[config.mk]
export PLATFORM = sky130hd
export DESIGN_NAME = rfl_core
export DESIGN_NICKNAME = d
export VERILOG_FILES = /design/src/rtl/rfl_pkg.sv /design/src/rtl/rfl_bank.sv /design/src/rtl/rfl_flag_calc.sv /design/src/rtl/rfl_core.sv
export SDC_FILE = /design/constraint.sdc
export NUM_CORES = 1
export LEC_CHECK = 0
export BUFFER_PORTS_ARGS = -buffer_cell sky130_fd_sc_hd__buf_2
export CAP_MARGIN = 20
export CORE_AREA = 2 2 221 223
export DETAILED_ROUTE_END_ITERATION = 10
export DIE_AREA = 0 0 223 225
export PLACE_DENSITY = 0.66
export RECOVER_POWER = 50
export SLEW_MARGIN = 20
export SYNTH_ARGS = -nofsm -noshare
export SYNTH_HDL_FRONTEND = slang
export SYNTH_SLANG_ARGS = --single-unit
[constraint.sdc]
create_clock -name clock -period 3 [get_ports clock]
set_input_delay 0.6 -clock clock [delete_from_list [all_inputs] [get_ports clock]]
set_output_delay 0.6 -clock clock [all_outputs]
set_load 0.01 [all_outputs]
[src/rtl/rfl_pkg.sv]
// ----------------------------------------------------------------------
// Shared constants of the CPU register file
// ----------------------------------------------------------------------
package rfl_pkg;

  // Widths of the register set
  localparam int DATA_W = 16;
  localparam int ADDR20_W = 20;
  localparam int FLAG_W = 11;
  localparam int IDX_W = 5;
  localparam int BANK_REGS = 7;
  localparam int SLOT_W = 3;
  localparam int BANK_COUNT = 2;

  // Register port indices
  localparam logic [4:0] IDX_DATA_ZERO = 5'h00;
  localparam logic [4:0] IDX_DATA_ONE = 5'h01;
  localparam logic [4:0] IDX_DATA_TWO = 5'h02;
  localparam logic [4:0] IDX_DATA_THREE = 5'h03;
  localparam logic [4:0] IDX_ADDR_FIRST = 5'h04;
  localparam logic [4:0] IDX_ADDR_SECOND = 5'h05;
  localparam logic [4:0] IDX_FRAME_BASE = 5'h06;
  localparam logic [4:0] IDX_STATIC_BASE = 5'h07;
  localparam logic [4:0] IDX_VECTOR_BASE = 5'h08;
  localparam logic [4:0] IDX_PROG_COUNT = 5'h09;
  localparam logic [4:0] IDX_USER_SP = 5'h0a;
  localparam logic [4:0] IDX_INTR_SP = 5'h0b;
  localparam logic [4:0] IDX_FLAGS = 5'h0c;
  localparam logic [4:0] IDX_ACTIVE_SP = 5'h0d;
  localparam logic [4:0] IDX_ZERO_LOW = 5'h0e;
  localparam logic [4:0] IDX_ZERO_HIGH = 5'h0f;
  localparam logic [4:0] IDX_ONE_LOW = 5'h10;
  localparam logic [4:0] IDX_ONE_HIGH = 5'h11;
  localparam logic [4:0] IDX_PAIR_LOW32 = 5'h12;
  localparam logic [4:0] IDX_PAIR_HIGH32 = 5'h13;
  localparam logic [4:0] IDX_ADDR_PAIR32 = 5'h14;

  // Slots inside one register bank
  localparam logic [2:0] SLOT_D0 = 3'h0;
  localparam logic [2:0] SLOT_D1 = 3'h1;
  localparam logic [2:0] SLOT_D2 = 3'h2;
  localparam logic [2:0] SLOT_D3 = 3'h3;
  localparam logic [2:0] SLOT_A0 = 3'h4;
  localparam logic [2:0] SLOT_A1 = 3'h5;
  localparam logic [2:0] SLOT_FB = 3'h6;

  // Flag register bit positions
  localparam int FLG_C = 0;
  localparam int FLG_D = 1;
  localparam int FLG_Z = 2;
  localparam int FLG_S = 3;
  localparam int FLG_B = 4;
  localparam int FLG_O = 5;
  localparam int FLG_U = 7;

  // Reset values
  localparam logic [10:0] FLG_RESET = 11'h000;
  localparam logic [19:0] PC_RESET = 20'h00000;
  localparam logic [19:0] VECTOR_TABLE_BASE_RESET = 20'h00000;
  localparam logic [15:0] REG16_RESET = 16'h0000;

  // Byte lane enables
  localparam logic [1:0] BE_LOW = 2'h1;
  localparam logic [1:0] BE_HIGH = 2'h2;
  localparam logic [1:0] BE_BOTH = 2'h3;

  // Operand size of an ALU result
  typedef enum logic [1:0] {
    RFL_SZ_BYTE = 2'h0,
    RFL_SZ_WORD = 2'h1,
    RFL_SZ_LONG = 2'h2
  } rfl_size_e;

endpackage : rfl_pkg

[src/rtl/rfl_bank.sv]
`timescale 1ns/1ns
// One register bank: data, address and frame base registers
module rfl_bank #(
  parameter int N = 7,
  parameter int W = 16,
  parameter int XW = 3
) (
  // Clock and reset
  input wire logic clock,
  input wire logic resetn,
  // First write port, with byte lanes
  input wire logic a_we,
  input wire logic [XW-1:0] a_idx,
  input wire logic [1:0] a_be,
  input wire logic [W-1:0] a_data,
  // Second write port, upper half of a pair
  input wire logic b_we,
  input wire logic [XW-1:0] b_idx,
  input wire logic [W-1:0] b_data,
  // All registers, slot 0 lowest
  output logic [N*W-1:0] regs_flat
);
  import rfl_pkg::*;

  // Bank state
  typedef struct packed {
    logic [N-1:0][W-1:0] r;
  } rfl_bank_s;

  rfl_bank_s st_r;
  rfl_bank_s st_nxt;

  // ----------------------------------------------------------------------
  // Next state
  // ----------------------------------------------------------------------
  // Byte lanes merge into the held word; the pair port writes whole words
  always_comb
  begin
    st_nxt = st_r;
    for (int i = 0; i < N; i++)
    begin
      if (a_we && (a_idx == XW'(i)))
      begin
        if (a_be[0])
          st_nxt.r[i][W/2-1:0] = a_data[W/2-1:0];
        if (a_be[1])
          st_nxt.r[i][W-1:W/2] = a_data[W-1:W/2];
      end
      if (b_we && (b_idx == XW'(i)))
        st_nxt.r[i] = b_data;
    end
  end

  // ----------------------------------------------------------------------
  // State register
  // ----------------------------------------------------------------------
  always_ff @(posedge clock or negedge resetn)
  begin
    if (!resetn)
      st_r <= '0;
    else
      st_r <= st_nxt;
  end

  assign regs_flat = st_r.r;

endmodule : rfl_bank

[src/rtl/rfl_flag_calc.sv]
`timescale 1ns/1ns
// Condition flags from one ALU result
module rfl_flag_calc (
  // ALU outcome
  input wire logic [31:0] result,
  input wire rfl_pkg::rfl_size_e size,
  input wire logic carry_in,
  input wire logic ovf_in,
  // Derived flags
  output logic zero_f,
  output logic sign_f,
  output logic carry_f,
  output logic ovf_f
);
  import rfl_pkg::*;

  // ----------------------------------------------------------------------
  // Flag derivation
  // ----------------------------------------------------------------------
  // Zero and sign look only at the bits of the operand size
  always_comb
  begin
    carry_f = carry_in; // RULE9
    ovf_f = ovf_in; // RULE14
    unique case (size)
      RFL_SZ_BYTE:
      begin
        zero_f = (result[7:0] == 8'h00); // RULE11
        sign_f = result[7]; // RULE12
      end
      RFL_SZ_WORD:
      begin
        zero_f = (result[15:0] == 16'h0000); // RULE11
        sign_f = result[15]; // RULE12
      end
      RFL_SZ_LONG:
      begin
        zero_f = (result == 32'h00000000); // RULE11
        sign_f = result[31]; // RULE12
      end
      default:
      begin
        zero_f = (result[15:0] == 16'h0000);
        sign_f = result[15];
      end
    endcase
  end

endmodule : rfl_flag_calc

[src/rtl/rfl_core.sv]
// Our own choices: the address-and-strobe port and the placing of the registers.
`timescale 1ns/1ns
// What this block does
// [RULE1] Four 16-bit data registers, two byte-split
// [RULE2] Data registers pair into two 32-bit registers
// [RULE3] Two 16-bit address registers, pairable to 32
// [RULE4] Separate 16-bit frame and static bases
// [RULE5] 20-bit vector table base register
// [RULE6] 20-bit program counter, next instruction address
// [RULE7] User and interrupt stack, flag selects
// [RULE8] 11-bit flag register shows processor state
// [RULE9] Carry flag captures ALU carry out
// [RULE10] Software keeps debug flag at zero
// [RULE11] Zero flag set on zero result
// [RULE12] Sign flag set on negative result
// [RULE13] Bank flag picks register bank
// [RULE14] Overflow flag follows operation overflow
// [RULE15] Each bank fully duplicates its registers
module rfl_core (
  // Clock and reset
  input wire logic clock,
  input wire logic resetn,
  // Register access port
  input wire logic [rfl_pkg::IDX_W-1:0] reg_addr,
  input wire logic [31:0] reg_wdata,
  input wire logic reg_wr,
  input wire logic reg_rd,
  output logic [31:0] reg_rdata,
  // ALU flag update
  input wire logic alu_upd,
  input wire logic [31:0] alu_result,
  input wire rfl_pkg::rfl_size_e alu_size,
  input wire logic alu_carry,
  input wire logic alu_ovf,
  // Program counter sequencing
  input wire logic pc_adv,
  input wire logic [2:0] pc_step,
  // Live processor state
  output logic [rfl_pkg::ADDR20_W-1:0] pc_out,
  output logic [rfl_pkg::FLAG_W-1:0] flag_out,
  output logic [rfl_pkg::DATA_W-1:0] sp_out,
  output logic [rfl_pkg::ADDR20_W-1:0] vector_table_base_out,
  output logic bank_sel_out
);
  import rfl_pkg::*;

  // ----------------------------------------------------------------------
  // State
  // ----------------------------------------------------------------------
  // Registers shared by both banks plus the read data holder
  typedef struct packed {
    logic [DATA_W-1:0] static_base;
    logic [ADDR20_W-1:0] vector_table_base;
    logic [ADDR20_W-1:0] prog_count;
    logic [DATA_W-1:0] user_stack_pointer;
    logic [DATA_W-1:0] interrupt_stack_pointer;
    logic [FLAG_W-1:0] flag_register;
    logic [DATA_W-1:0] sp_active;
    logic [31:0] rdata;
  } rfl_core_s;

  rfl_core_s st_r;
  rfl_core_s st_nxt;

  // Bank write request, steered to the selected bank
  logic a_we;
  logic [SLOT_W-1:0] a_idx;
  logic [1:0] a_be;
  logic [DATA_W-1:0] a_data;
  logic b_we;
  logic [SLOT_W-1:0] b_idx;
  logic [DATA_W-1:0] b_data;

  // Contents of both banks
  logic [BANK_COUNT-1:0][BANK_REGS*DATA_W-1:0] bank_flat;
  // Contents of the bank in use, split by slot
  logic [BANK_REGS-1:0][DATA_W-1:0] cur;

  // Flags from the ALU result
  logic zero_f;
  logic sign_f;
  logic carry_f;
  logic ovf_f;

  // Bank in use
  logic bank_sel;
  // Low byte of the write data, copied to both lanes
  logic [DATA_W-1:0] byte_dup;

  assign bank_sel = st_r.flag_register[FLG_B];
  assign byte_dup = {reg_wdata[7:0], reg_wdata[7:0]};

  // ----------------------------------------------------------------------
  // Register banks
  // ----------------------------------------------------------------------
  // Two full copies; only the selected bank takes writes
  for (genvar g = 0; g < BANK_COUNT; g++)
  begin : g_bank
    rfl_bank #(
      .N(BANK_REGS),
      .W(DATA_W),
      .XW(SLOT_W)
    ) u_bank (
      .clock(clock),
      .resetn(resetn),
      .a_we(a_we && (bank_sel == 1'(g))), // RULE15
      .a_idx(a_idx),
      .a_be(a_be),
      .a_data(a_data),
      .b_we(b_we && (bank_sel == 1'(g))), // RULE15
      .b_idx(b_idx),
      .b_data(b_data),
      .regs_flat(bank_flat[g])
    );
  end

  // Bank in use feeds reads at once after a switch
  assign cur = bank_flat[bank_sel]; // RULE13

  // ----------------------------------------------------------------------
  // Flag derivation
  // ----------------------------------------------------------------------
  rfl_flag_calc u_flags (
    .result(alu_result),
    .size(alu_size),
    .carry_in(alu_carry),
    .ovf_in(alu_ovf),
    .zero_f(zero_f),
    .sign_f(sign_f),
    .carry_f(carry_f),
    .ovf_f(ovf_f)
  );

  // ----------------------------------------------------------------------
  // Bank write decode
  // ----------------------------------------------------------------------
  // Words, byte halves and 32-bit pairs map to slot writes
  always_comb
  begin
    a_we = 1'b0;
    a_idx = SLOT_D0;
    a_be = BE_BOTH;
    a_data = reg_wdata[15:0];
    b_we = 1'b0;
    b_idx = SLOT_D2;
    b_data = reg_wdata[31:16];
    if (reg_wr)
    begin
      unique case (reg_addr)
        // Whole 16-bit registers of the bank
        IDX_DATA_ZERO, IDX_DATA_ONE, IDX_DATA_TWO, IDX_DATA_THREE:
        begin
          a_we = 1'b1; // RULE1
          a_idx = reg_addr[SLOT_W-1:0];
        end
        IDX_ADDR_FIRST, IDX_ADDR_SECOND:
        begin
          a_we = 1'b1; // RULE3
          a_idx = reg_addr[SLOT_W-1:0];
        end
        IDX_FRAME_BASE:
        begin
          a_we = 1'b1; // RULE4
          a_idx = SLOT_FB;
        end
        // Byte halves of the first two data registers
        IDX_ZERO_LOW:
        begin
          a_we = 1'b1; // RULE1
          a_be = BE_LOW;
          a_data = byte_dup;
        end
        IDX_ZERO_HIGH:
        begin
          a_we = 1'b1; // RULE1
          a_be = BE_HIGH;
          a_data = byte_dup;
        end
        IDX_ONE_LOW:
        begin
          a_we = 1'b1; // RULE1
          a_idx = SLOT_D1;
          a_be = BE_LOW;
          a_data = byte_dup;
        end
        IDX_ONE_HIGH:
        begin
          a_we = 1'b1; // RULE1
          a_idx = SLOT_D1;
          a_be = BE_HIGH;
          a_data = byte_dup;
        end
        // 32-bit pairs, upper register takes the upper half
        IDX_PAIR_LOW32:
        begin
          a_we = 1'b1; // RULE2
          b_we = 1'b1;
        end
        IDX_PAIR_HIGH32:
        begin
          a_we = 1'b1; // RULE2
          a_idx = SLOT_D1;
          b_we = 1'b1;
          b_idx = SLOT_D3;
        end
        IDX_ADDR_PAIR32:
        begin
          a_we = 1'b1; // RULE3
          a_idx = SLOT_A0;
          b_we = 1'b1;
          b_idx = SLOT_A1;
        end
        // Shared registers are handled below
        default:
        begin
          a_we = 1'b0;
        end
      endcase
    end
  end

  // ----------------------------------------------------------------------
  // Shared registers, flags and read data
  // ----------------------------------------------------------------------
  always_comb
  begin
    st_nxt = st_r;
    // Counter moves on to the next instruction
    if (pc_adv)
      st_nxt.prog_count = st_r.prog_count + ADDR20_W'(pc_step); // RULE6
    // Port writes; a load of the counter beats an advance
    if (reg_wr)
    begin
      unique case (reg_addr)
        IDX_STATIC_BASE:
          st_nxt.static_base = reg_wdata[15:0]; // RULE4
        IDX_VECTOR_BASE:
          st_nxt.vector_table_base = reg_wdata[19:0]; // RULE5
        IDX_PROG_COUNT:
          st_nxt.prog_count = reg_wdata[19:0]; // RULE6
        IDX_USER_SP:
          st_nxt.user_stack_pointer = reg_wdata[15:0]; // RULE7
        IDX_INTR_SP:
          st_nxt.interrupt_stack_pointer = reg_wdata[15:0]; // RULE7
        IDX_FLAGS:
          st_nxt.flag_register = reg_wdata[10:0]; // RULE8
        IDX_ACTIVE_SP:
        begin
          // Write lands in whichever pointer the flag selects
          if (st_r.flag_register[FLG_U])
            st_nxt.user_stack_pointer = reg_wdata[15:0]; // RULE7
          else
            st_nxt.interrupt_stack_pointer = reg_wdata[15:0]; // RULE7
        end
        default:
        begin
          st_nxt.static_base = st_nxt.static_base;
        end
      endcase
    end
    // ALU outcome overrides the condition bits of a flag write
    if (alu_upd)
    begin
      st_nxt.flag_register[FLG_C] = carry_f; // RULE9
      st_nxt.flag_register[FLG_Z] = zero_f; // RULE11
      st_nxt.flag_register[FLG_S] = sign_f; // RULE12
      st_nxt.flag_register[FLG_O] = ovf_f; // RULE14
    end
    // Active pointer mirror tracks the new flag and pointers
    if (st_nxt.flag_register[FLG_U])
      st_nxt.sp_active = st_nxt.user_stack_pointer; // RULE7
    else
      st_nxt.sp_active = st_nxt.interrupt_stack_pointer; // RULE7
    // Read data stands only in the cycle after a read strobe
    st_nxt.rdata = 32'h00000000;
    if (reg_rd)
    begin
      unique case (reg_addr)
        IDX_DATA_ZERO, IDX_DATA_ONE, IDX_DATA_TWO, IDX_DATA_THREE,
        IDX_ADDR_FIRST, IDX_ADDR_SECOND, IDX_FRAME_BASE:
          st_nxt.rdata = {16'h0000, cur[reg_addr[SLOT_W-1:0]]}; // RULE13
        IDX_STATIC_BASE:
          st_nxt.rdata = {16'h0000, st_r.static_base};
        IDX_VECTOR_BASE:
          st_nxt.rdata = {12'h000, st_r.vector_table_base};
        IDX_PROG_COUNT:
          st_nxt.rdata = {12'h000, st_r.prog_count};
        IDX_USER_SP:
          st_nxt.rdata = {16'h0000, st_r.user_stack_pointer};
        IDX_INTR_SP:
          st_nxt.rdata = {16'h0000, st_r.interrupt_stack_pointer};
        IDX_FLAGS:
          st_nxt.rdata = {21'h000000, st_r.flag_register}; // RULE8
        IDX_ACTIVE_SP:
          st_nxt.rdata = {16'h0000, st_r.sp_active}; // RULE7
        // Byte halves read back in the low byte
        IDX_ZERO_LOW:
          st_nxt.rdata = {24'h000000, cur[SLOT_D0][7:0]}; // RULE1
        IDX_ZERO_HIGH:
          st_nxt.rdata = {24'h000000, cur[SLOT_D0][15:8]}; // RULE1
        IDX_ONE_LOW:
          st_nxt.rdata = {24'h000000, cur[SLOT_D1][7:0]}; // RULE1
        IDX_ONE_HIGH:
          st_nxt.rdata = {24'h000000, cur[SLOT_D1][15:8]}; // RULE1
        // Pairs read with the upper register on top
        IDX_PAIR_LOW32:
          st_nxt.rdata = {cur[SLOT_D2], cur[SLOT_D0]}; // RULE2
        IDX_PAIR_HIGH32:
          st_nxt.rdata = {cur[SLOT_D3], cur[SLOT_D1]}; // RULE2
        IDX_ADDR_PAIR32:
          st_nxt.rdata = {cur[SLOT_A1], cur[SLOT_A0]}; // RULE3
        // Unmapped index reads zero
        default:
          st_nxt.rdata = 32'h00000000;
      endcase
    end
  end

  // ----------------------------------------------------------------------
  // State register
  // ----------------------------------------------------------------------
  always_ff @(posedge clock or negedge resetn)
  begin
    if (!resetn)
    begin
      st_r.static_base <= REG16_RESET;
      st_r.vector_table_base <= VECTOR_TABLE_BASE_RESET;
      st_r.prog_count <= PC_RESET;
      st_r.user_stack_pointer <= REG16_RESET;
      st_r.interrupt_stack_pointer <= REG16_RESET;
      st_r.flag_register <= FLG_RESET;
      st_r.sp_active <= REG16_RESET;
      st_r.rdata <= 32'h00000000;
    end
    else
    begin
      st_r <= st_nxt;
    end
  end

  // ----------------------------------------------------------------------
  // Outputs, all straight from flip-flops
  // ----------------------------------------------------------------------
  assign reg_rdata = st_r.rdata;
  assign pc_out = st_r.prog_count;
  assign flag_out = st_r.flag_register;
  assign sp_out = st_r.sp_active;
  assign vector_table_base_out = st_r.vector_table_base;
  assign bank_sel_out = st_r.flag_register[FLG_B];

endmodule : rfl_core

======== Yosys cells after proc, flatten, opt, wreduce, memory -nomap -nowiden ========
Cells that the tools add are included.
operators by class
  equal/unequal tests ..................... 33
  div/mod/pow operators ................... 0
  bitwise gates (word level) .............. 1
  shift operators ......................... 0
  mux-type cells .......................... 62
  multipliers ............................. 0
  add/subtract/negate cells ............... 1
  $lt $le $gt $ge ......................... 2
  reductions and logical operators ........ 123
operators with widths
  cell                number
  $mux 16             34
  $pmux 32 s15        1
  $mux 112            2
  $reduce_bool 2->1   44
  $pmux 16 s2         2
  $reduce_and 2->1    32
  $mux 63             1
  $bmux 16 s3         1
  $eq 5x4->1 const B  8
  $mux 20             2
  $logic_and 1x1->1   32
  $logic_not 32->1    1
  $mux 32             1
  $eq 5x5->1 const B  5
  $add 20x3->20       1
  $eq 5x3->1 const B  4
  $eq 3x3->1 const B  6
  $logic_not 16->1    1
  $mux 8              2
  $reduce_or 14->1    1
  $eq 3x2->1 const B  4
  $pmux 3 s4          1
  $mux 11             1
  $eq 5x2->1 const B  2
  other kinds (21)    33
word-level totals
  latch bits .............................. 0
  flip-flop bits (word level) ............. 371
  memories ................................ 0
  bits in writable memories ............... 0
  bits in read-only memories .............. 0
  word-level logic and storage cells ...... 260
  output and inout bits ................... 100

======== Logic depth before layout (Yosys ltp) ========
Gate-level depths: netlist of run 1.
  depth in word-level cells ............... 8
  mapped depth ............................ 10
  gate-level depth less buffers ........... 7

======== Hierarchy ========
A second synthesis of run 1 with hierarchy kept.
second synthesis, totals
  cell total of the unflattened synthesis .. 2407
  area total of the unflattened synthesis .. 22266.4 um^2
modules (own cells, without submodules)
  module         area an instance (um^2)  instances  cells each
  rfl_bank       5818.1                   2          686
  rfl_core       10490.1                  1          1016
  rfl_flag_calc  140.1                    1          19

======== Least setup slack after synthesis of run 1 ========
OpenSTA, ideal clock, no wires.
  kind .................................... input to register
  from .................................... input reg_addr[1] (netlist bit)
  to ...................................... register g_bank[0].u_bank.st_r, in the netlist g_bank[0].u_bank.regs_flat[16]
  data arrival time ....................... 2.289 ns
  required time ........................... 2.875 ns
  buffers on the path ..................... 3
  stages .................................. 8
  path slack .............................. 0.586 ns
  cells stage by stage .................... buf_6 > buf_2 > buf_6 > xor2_1 > o21ai_0 > nand3_1 > nor4_4 > mux2_2
between the ends
  word-level cells in the longest chain between the ends .. 8
  elaborated cells between the ends (all ways) .. 40
RTL lines
  item                                               RTL line                        RTL
  start: declaration                                 rfl_core.sv:24                  input wire logic [rfl_pkg::IDX_W-1:0] reg_addr,
  $eq 5x1->1 (tied with other cells)                 rfl_core.sv:149                 unique case (reg_addr)
  $reduce_or 6->1 (no line) (tied with other cells)  --
  $pmux 3 s4 / $mux 1 (equally long branches)        rfl_core.sv:149
  $mux 3 / $mux 1 (equally long branches)            rfl_core.sv:147                 if (reg_wr)
  $eq 3x1->1 (tied with other cells)                 rfl_bank.sv:42                  if (a_we && (a_idx == XW'(i)))
  $logic_and 1x1->1, on equally long branches        rfl_bank.sv:42, rfl_bank.sv:49
  $reduce_bool 2->1 (no line)                        --
  $reduce_and 2->1 (no line)                         --
  end signal: assignment                             rfl_bank.sv:62                  st_r <= st_nxt;
  end: declaration                                   rfl_bank.sv:30                  rfl_bank_s st_r;
Parallel ways exist; a longest one is shown, timed or not.
A chain may end at the register's enable or synchronous reset.

==> load_flow_metrics.sql, run 1 <==
INSERT INTO impl_metrics (metric_group, metric, value, unit) VALUES
('pwr', 'share_seq_of_total_power', '0.438', ''),
('global_route', 'grt_overflow_total', '0', ''),
('route', 'drt.antenna.violating_nets', '0', ''),
('floorplan', 'dieHeight', '225', 'µm'),
('global_route', 'groute.usage.overall', '0.276', ''),
('synth', 'count_of_cell_types_in_the_netlist', '79', ''),
('cells_and_area', 'final_layout_size_suffix_gt1_frac', '0.329', ''),
('synth', 'synth.yosys.warnings', '0', ''),
('place', 'pre_cts_slack', '141', 'ps'),
('synth', 'post_synthesis_net_count', '1861', ''),
('global_route', 'global_route_wire_length_before_repair', '103000', 'µm'),
('floorplan', 'fp.coreArea', '0.0475', 'mm²'),
('synth', 'synth.yosys.seq_area_share', '0.467', ''),
('critical_path', 'crit_path_max_fanout', '16', ''),
('pwr', 'sw_frac_of_total', '0.320', ''),
('synth', 'number_of_enable_type_register_cells_in_the_synthesized_netlist', '0', ''),
('place', 'post_dp_cell_area', '0.0216', 'mm²'),
('global_route', 'grt_start_max_net_pins', '88', ''),
('route', 'detailroute.via_count', '15300', ''),
('timing', 'worst_pin_slew', '2690', 'ps'),
('cts', 'worst_setup_hold_path_clk_slew', '60', 'ps'),
('cts', 'clock_sink_count', '371', ''),
('cts', 'clock_tree.buffer_depth', '3', ''),
('floorplan', 'io_pins', '182', ''),
('cts', 'clock_root_buffer', 'sky130_fd_sc_hd__clkbuf_16', ''),
('cts', 'tritoncts', 'yes', ''),
('critical_path', 'setup.worst_path.start', 'reg_addr[1]', ''),
('timing', 'setup_viol_count_final', '0', ''),
('cts', 'post_cts.resized_instances', '0', ''),
('critical_path', 'crit_path_end_kind', 'register', ''),
('synth', 'async_reset_ff_frac', '1.00', ''),
('hold_path', 'class_of_the_tightest_hold_or_removal_check', 'input pin to register', ''),
('cts', 'number_of_buffers_inserted_by_hold_repair_at_cts', '0', ''),
('place', 'count_of_input_and_output_buffers', '181', ''),
('floorplan', 'design.die.area', '0.0502', 'mm²'),
('route', 'drt_first_iter_violations', '1670', ''),
('route', 'via_per_instance_ratio', '5.98', ''),
('timing', 'rsz_0062_raised_after_global_routing', 'no', ''),
('synth', 'synthesis.area_per_instance', '11.2', 'µm²'),
('job', 'max_cap_viol_count', '1', ''),
('pwr', 'power.ir.vdd_worst', '0.368', 'mV'),
('route', 'drt_drc_violations_left', '0', ''),
('pwr', 'net_switching_power', '0.00484', 'W'),
('timing', 'slew_violations', '83', ''),
('cts', 'cts_buffers', '42', ''),
('pwr', 'clock_power_share', '0.329', ''),
('timing', 'finalClockSkew', '27.9', 'ps'),
('cells_and_area', 'layout.cell_area.non_filler', '0.0229', 'mm²'),
('synth', 'synth-main-ff-cell', 'sky130_fd_sc_hd__dfrtp_1', ''),
('timing', 'post-route-min-period', '2790', 'ps'),
('cts', 'cts_setup_buffers', '0', ''),
('cells_and_area', 'fill_cells', '4293', ''),
('pwr', 'power.internal', '0.0103', 'W'),
('critical_path', 'timing.critical_path.from_type', 'input pin', ''),
('floorplan', 'placementRows', '80', ''),
('cts', 'cts-htree-levels', '2', ''),
('critical_path', 'cp_data_arrival_time', '3240', 'ps'),
('route', 'detail_routed_net_length_per_standard_cell', '26.8', 'µm'),
('critical_path', 'timing.setup.critical_path_class', 'input pin to register', ''),
('place', 'place.detailed.hpwl', '49900', 'µm'),
('cts', 'clock_latency', '590', 'ps'),
('cells_and_area', 'antenna_cells_inserted', '0', ''),
('outcome', 'violations', 'max-capacitance violations, max-slew violations', ''),
('timing', 'slew_headroom', '-0.791', ''),
('timing', 'final_setup_margin', '212', 'ps'),
('outcome', 'outcome', 'finished with violations', ''),
('global_route', 'via_count_of_the_first_global_routing_pass', '15600', ''),
('route', 'drt_first_pass_iters', '7', ''),
('pwr', 'power', '0.0151', 'W'),
('route', 'wirelength', '68600', 'µm'),
('timing', 'final_hold_viol_count', '0', '');
[registers in the layout, indices dropped and copies added (netlist names)]
signal	cells
flag_out	11
sp_out	16
reg_rdata	32
st_r	48
pc_out	20
g_bank.u_bank.regs_flat	224
vector_table_base_out	20
[final timing paths]
check                                                 endpoint  slack, ps  depth (start not counted)
worst max-delay path                                sp_out[11]        210                          8
worst min-delay path                               flag_out[0]        230                          3
worst max register to register                   reg_rdata[12]        280                          6
worst min register to register  g_bank[0].u_bank.regs_flat[33]        480                          2
max in group asynchronous                            st_r[144]        540                          2
min in group asynchronous       g_bank[1].u_bank.regs_flat[51]        880                          1
[area by class of cell]
| type | instances | area, µm² | area share |
|---|---|---|---|
| flip-flops and latches | 371 | 9290 | 0.406 |
| multi-input cells | 1165 | 9180 | 0.402 |
| repair buffers | 331 | 2280 | 0.0998 |
| clock buffers | 61 | 1200 | 0.0526 |
| well taps | 615 | 769 | 0.0337 |
| clock inverters | 15 | 119 | 0.00520 |
| inverters | 5 | 18.8 | 0.000821 |
[worst max-delay path, stage by stage]
cell,delay [ps]
sky130_fd_sc_hd__buf_2,230
sky130_fd_sc_hd__clkbuf_1,650
sky130_fd_sc_hd__nor2b_1,210
sky130_fd_sc_hd__and3_1,240
sky130_fd_sc_hd__o21ai_2,100
sky130_fd_sc_hd__clkbuf_2,490
sky130_fd_sc_hd__mux2_1,420
sky130_fd_sc_hd__mux2_2,290
[per-layer routing]
metal / GRT usage / part of all wire
met1: 0.377 / 0.43
met2: 0.437 / 0.46
met3: 0.0489 / 0.069
met4: 0.110 / 0.038
met5: 0 / 0
[cell usage in the layout, fill, tap and decap left out, types with 30 or more instances in the layout]
| master | count |
|---|---|
| sky130_fd_sc_hd__buf_2 | 146 |
| sky130_fd_sc_hd__nor2_1 | 54 |
| sky130_fd_sc_hd__buf_4 | 123 |
| sky130_fd_sc_hd__clkbuf_16 | 42 |
| sky130_fd_sc_hd__dfrtp_1 | 370 |
| sky130_fd_sc_hd__clkbuf_1 | 46 |
| sky130_fd_sc_hd__nand2_1 | 172 |
| sky130_fd_sc_hd__o21ai_0 | 136 |
| sky130_fd_sc_hd__mux2_2 | 237 |
| sky130_fd_sc_hd__mux2i_1 | 182 |
| sky130_fd_sc_hd__a21oi_1 | 30 |
[power by group through the flow]
stage / clock network [W] / logic, W / registers, W
floorplan: 0 / 0.00237 / 0.00637
detailed placement: 0 / 0.00349 / 0.00669
global placement: 0 / 0.00341 / 0.00665
global route: 0.00530 / 0.00376 / 0.00671
CTS: 0.00506 / 0.00350 / 0.00661
finish: 0.00498 / 0.00353 / 0.00662
[synthesized netlist by cell type (all sizes together), types with 6 or more instances]
cell	count	area share
xor2	13	0.0057
a22oi	24	0.0091
a32o	8	0.0040
o2bb2ai	14	0.0062
dfrtp	371	0.47
nand2b	8	0.0029
and3	9	0.0028
nor2b	12	0.0038
o21ai	142	0.036
o22ai	26	0.0082
nand2	174	0.033
nor3	9	0.0025
xnor2	7	0.0031
a221oi	20	0.0088
a22o	12	0.0053
nor2	63	0.014
mux2	255	0.14
a41oi	13	0.0057
a211oi	9	0.0034
a2111oi	9	0.0040
clkbuf	70	0.013
nand4	8	0.0025
nand3	23	0.0058
buf	164	0.057
nor4	20	0.013
a21oi	31	0.0080
and2	6	0.0019
mux2i	183	0.093
[stage by stage]
stage,hold WS (ps),util,std cells
after detailed placement,466,0.454,2487
final,235,0.481,2563
after global placement,456,0.454,2487
after CTS,94.0,0.482,2563
after global routing,255,0.481,2563
after floorplan,304,-,1775
[kinds of logic after synthesis]
group,share of synthesized area
flip-flops,0.467
AO/OA/AOI/OAI,0.112
multiplexers,0.243
buffers and inverters,0.0711
AND/OR/NAND/NOR,0.0944
XOR/XNOR,0.00882
adder cells (fa/ha/maj),0.00290
No activity file was read; power rests on OpenSTA's default activity.
==> run 2: changes to the inputs <==
--- a/config.mk
+++ b/config.mk
@@ -7,10 +7,12 @@
 export LEC_CHECK = 0
 export BUFFER_PORTS_ARGS = -buffer_cell sky130_fd_sc_hd__buf_2
 export CAP_MARGIN = 20
+export CELL_PAD_IN_SITES_DETAIL_PLACEMENT = 1
+export CELL_PAD_IN_SITES_GLOBAL_PLACEMENT = 1
 export CORE_AREA = 2 2 221 223
 export DETAILED_ROUTE_END_ITERATION = 10
 export DIE_AREA = 0 0 223 225
-export PLACE_DENSITY = 0.66
+export PLACE_DENSITY = 0.78
 export RECOVER_POWER = 50
 export SLEW_MARGIN = 20
 export SYNTH_ARGS = -nofsm -noshare
==> run 2 against run 1 <==
Against the previous run: the flow still finishes with violations (max-capacitance violations, max-slew violations); critical endpoint is now reg_rdata[14]; clock-buffer cell count down 7; die area is the same; global-route usage rose by 2.1 points; routed wire length rose by 8.6%; register-to-register slack worse by 90 ps; largest cell class unchanged; sequential cell count unchanged.
==> load_flow_metrics.sql, run 2 (synthesis gave the netlist of run 1 again) <==
INSERT INTO impl_metrics (metric_group, metric, value, unit) VALUES
('hold_path', 'hold_depth', '3', ''),
('timing', 'post-route-min-period', '2810', 'ps'),
('timing', 'worst_pin_slew', '2500', 'ps'),
('pwr', 'clock_power_share', '0.337', ''),
('critical_path', 'timing.setup.critical_path_class', 'register to register', ''),
('timing', 'rsz_0062_raised_after_global_routing', 'no', ''),
('floorplan', 'design.die.area', '0.0502', 'mm²'),
('route', 'drt.antenna.violating_nets', '0', ''),
('pwr', 'power.internal', '0.0105', 'W'),
('route', 'detail_routed_net_length_per_standard_cell', '29.1', 'µm'),
('route', 'drt_drc_violations_left', '0', ''),
('pwr', 'power.ir.vdd_worst', '0.365', 'mV'),
('floorplan', 'die_width', '223', 'µm'),
('global_route', 'groute.usage.overall', '0.297', ''),
('pwr', 'power.static_leakage', '10.0', 'nW'),
('pwr', 'share_seq_of_total_power', '0.428', ''),
('route', 'via_per_instance_ratio', '6.21', ''),
('timing', 'final_hold_viol_count', '0', ''),
('cts', 'post_cts.resized_instances', '0', ''),
('cells_and_area', 'final_cell_mix', '370 x sky130_fd_sc_hd__dfrtp_1, 245 x sky130_fd_sc_hd__mux2_2, 182 x sky130_fd_sc_hd__mux2i_1, 172 x sky130_fd_sc_hd__nand2_1, 136 x sky130_fd_sc_hd__o21ai_0', ''),
('floorplan', 'placementRows', '80', ''),
('timing', 'period_utilisation_layout', '0.936', ''),
('timing', 'finalClockSkew', '32.5', 'ps'),
('place', 'pre_cts_slack', '89.6', 'ps'),
('route', 'detailroute.via_count', '15900', ''),
('critical_path', 'critPathRequiredTime', '3460', 'ps'),
('cts', 'clock_tree.buffer_depth', '3', ''),
('pwr', 'net_switching_power', '0.00504', 'W'),
('timing', 'slew_violations', '82', ''),
('critical_path', 'crit_path_end_kind', 'register', ''),
('cts', 'clock_latency', '590', 'ps'),
('cts', 'number_of_buffers_inserted_by_hold_repair_at_cts', '0', ''),
('hold_path', 'class_of_the_tightest_hold_or_removal_check', 'input pin to register', ''),
('critical_path', 'timing.critical_path.from_type', 'register', ''),
('cells_and_area', 'final_cell_count_no_fill', '2559', ''),
('cts', 'cts_buffers', '43', ''),
('cells_and_area', 'final_layout_size_suffix_gt1_frac', '0.324', ''),
('cells_and_area', 'commonest_non_fill_non_tap_cell_in_the_layout', 'sky130_fd_sc_hd__dfrtp_1', ''),
('hold_path', 'min_to', 'flag_out[0]', ''),
('place', 'final_weighted_congestion_in_routability_driven_placement', '1.01', ''),
('pwr', 'share_comb_of_total_power', '0.235', ''),
('job', 'max_cap_viol_count', '1', ''),
('hold_path', 'hold_path_startpoint', 'alu_carry', ''),
('cells_and_area', 'largest_register_ffs', '224', ''),
('global_route', 'global_route_wire_length_before_repair', '111000', 'µm'),
('route', 'drt_first_pass_iters', '5', ''),
('floorplan', 'io_pins', '182', ''),
('floorplan', 'floorplan.initialDensity', '0.418', ''),
('cells_and_area', 'fill_cells', '5136', ''),
('floorplan', 'fp.coreArea', '0.0475', 'mm²'),
('cts', 'cts-htree-levels', '2', ''),
('global_route', 'grt_start_max_net_pins', '86', ''),
('timing', 'final_setup_margin', '192', 'ps'),
('outcome', 'violations', 'max-capacitance violations, max-slew violations', ''),
('place', 'place.detailed.hpwl', '54300', 'µm'),
('cts', 'cts_setup_buffers', '0', ''),
('cts', 'tritoncts', 'yes', ''),
('global_route', 'grt_overflow_total', '0', ''),
('cells_and_area', 'fin_nets', '2003', ''),
('global_route', 'via_count_of_the_first_global_routing_pass', '16900', ''),
('place', 'count_of_input_and_output_buffers', '181', ''),
('route', 'drt_first_iter_violations', '1458', ''),
('timing', 'fmax', '356', 'MHz'),
('global_route', 'antenna_found_initial', '3', ''),
('critical_path', 'r2r_startpoint', 'flag_out[4]', ''),
('cts', 'clock_root_buffer', 'sky130_fd_sc_hd__clkbuf_16', ''),
('critical_path', 'crit_path_max_fanout', '29', ''),
('critical_path', 'reg2reg_depth', '8', ''),
('timing', 'setup_tns', '0', 'ps'),
('critical_path', 'r2r_setup_slk', '190', 'ps'),
('timing', 'setup_viol_count_final', '0', ''),
('critical_path', 'r2r-end', 'reg_rdata[14]', ''),
('pwr', 'p_per_area', '681', 'mW/mm²'),
('critical_path', 'cp_data_arrival_time', '3270', 'ps'),
('route', 'wirelength', '74500', 'µm'),
('cts', 'clock_sink_count', '371', ''),
('pwr', 'sw_frac_of_total', '0.324', ''),
('floorplan', 'dieHeight', '225', 'µm'),
('outcome', 'outcome', 'finished with violations', ''),
('timing', 'slew_headroom', '-0.669', ''),
('cells_and_area', 'area_growth', '15.0', '%'),
('cts', 'worst_setup_hold_path_clk_slew', '60', 'ps'),
('place', 'numPlacedInstances', '2487', '');
[run 2: cell count changes in the layout (fill, tap and decap cells not counted), moves of 4 or more]
cell and change:
sky130_fd_sc_hd__buf_12 -5, sky130_fd_sc_hd__buf_2 -16, sky130_fd_sc_hd__clkbuf_1 +14, sky130_fd_sc_hd__clkinv_2 -5, sky130_fd_sc_hd__clkinvlp_4 +4, sky130_fd_sc_hd__mux2_1 -8
sky130_fd_sc_hd__mux2_2 +8
[run 2: per-stage QoR]
stage | total power [W] | hold slack, ps | cell area, µm² | util
floorplan | 0.00874 | 304 | 19900 | -
global placement | 0.0101 | 457 | 21500 | 0.453
detailed placement | 0.0103 | 471 | 21500 | 0.453
CTS | 0.0156 | 86.3 | 22900 | 0.482
global route | 0.0161 | 288 | 22800 | 0.480
finish | 0.0155 | 263 | 22800 | 0.480
[run 2: worst max path at each step]
stage | start | to | slack (ps) | cells after the start
6_report | flag_out[4] | reg_rdata[14] | 190 | 8
5_1_grt | flag_out[4] | reg_rdata[14] | 160 | 8
4_1_cts | flag_out[4] | reg_rdata[14] | 230 | 8
3_5_place_dp | reg_addr[1] | g_bank[1].u_bank.regs_flat[77] | 90 | 7
3_3_place_gp | reg_addr[1] | g_bank[1].u_bank.regs_flat[30] | 130 | 7
2_1_floorplan | reg_addr[1] | g_bank[0].u_bank.regs_flat[16] | 590 | 8
[run 2: routing by layer]
metal | part of all wire | GRT usage
met5 | 0.00012 | 0
met4 | 0.044 | 0.135
met3 | 0.074 | 0.0545
met2 | 0.48 | 0.492
met1 | 0.40 | 0.380
[run 2: cell type report]
class,count,area (µm²),area share
clock inverter,16,179,0.00783
multi-input combinational,1165,9190,0.403
antenna,2,5.00,0.000219
inverter,5,18.8,0.000822
sequential,371,9290,0.407
tap,615,769,0.0337
clock buffer,54,1210,0.0530
timing repair buffer,331,2170,0.0952
[run 2: power groups by stage]
stage / sequential (W) / combinational (W) / clock, W
finish: 0.00666 / 0.00365 / 0.00524
global route: 0.00675 / 0.00385 / 0.00547
CTS: 0.00664 / 0.00362 / 0.00530
detailed placement: 0.00672 / 0.00359 / 0
global placement: 0.00665 / 0.00343 / 0
floorplan: 0.00637 / 0.00237 / 0
[run 2: critical path, stage by stage, from the launching register on]
cell and delay, ps:
sky130_fd_sc_hd__dfrtp_4 800, sky130_fd_sc_hd__buf_12 290, sky130_fd_sc_hd__mux2_2 270, sky130_fd_sc_hd__o22ai_1 90, sky130_fd_sc_hd__nor4bb_1 420, sky130_fd_sc_hd__buf_4 200, sky130_fd_sc_hd__o21ai_0 170, sky130_fd_sc_hd__buf_4 200
sky130_fd_sc_hd__a41oi_1 240
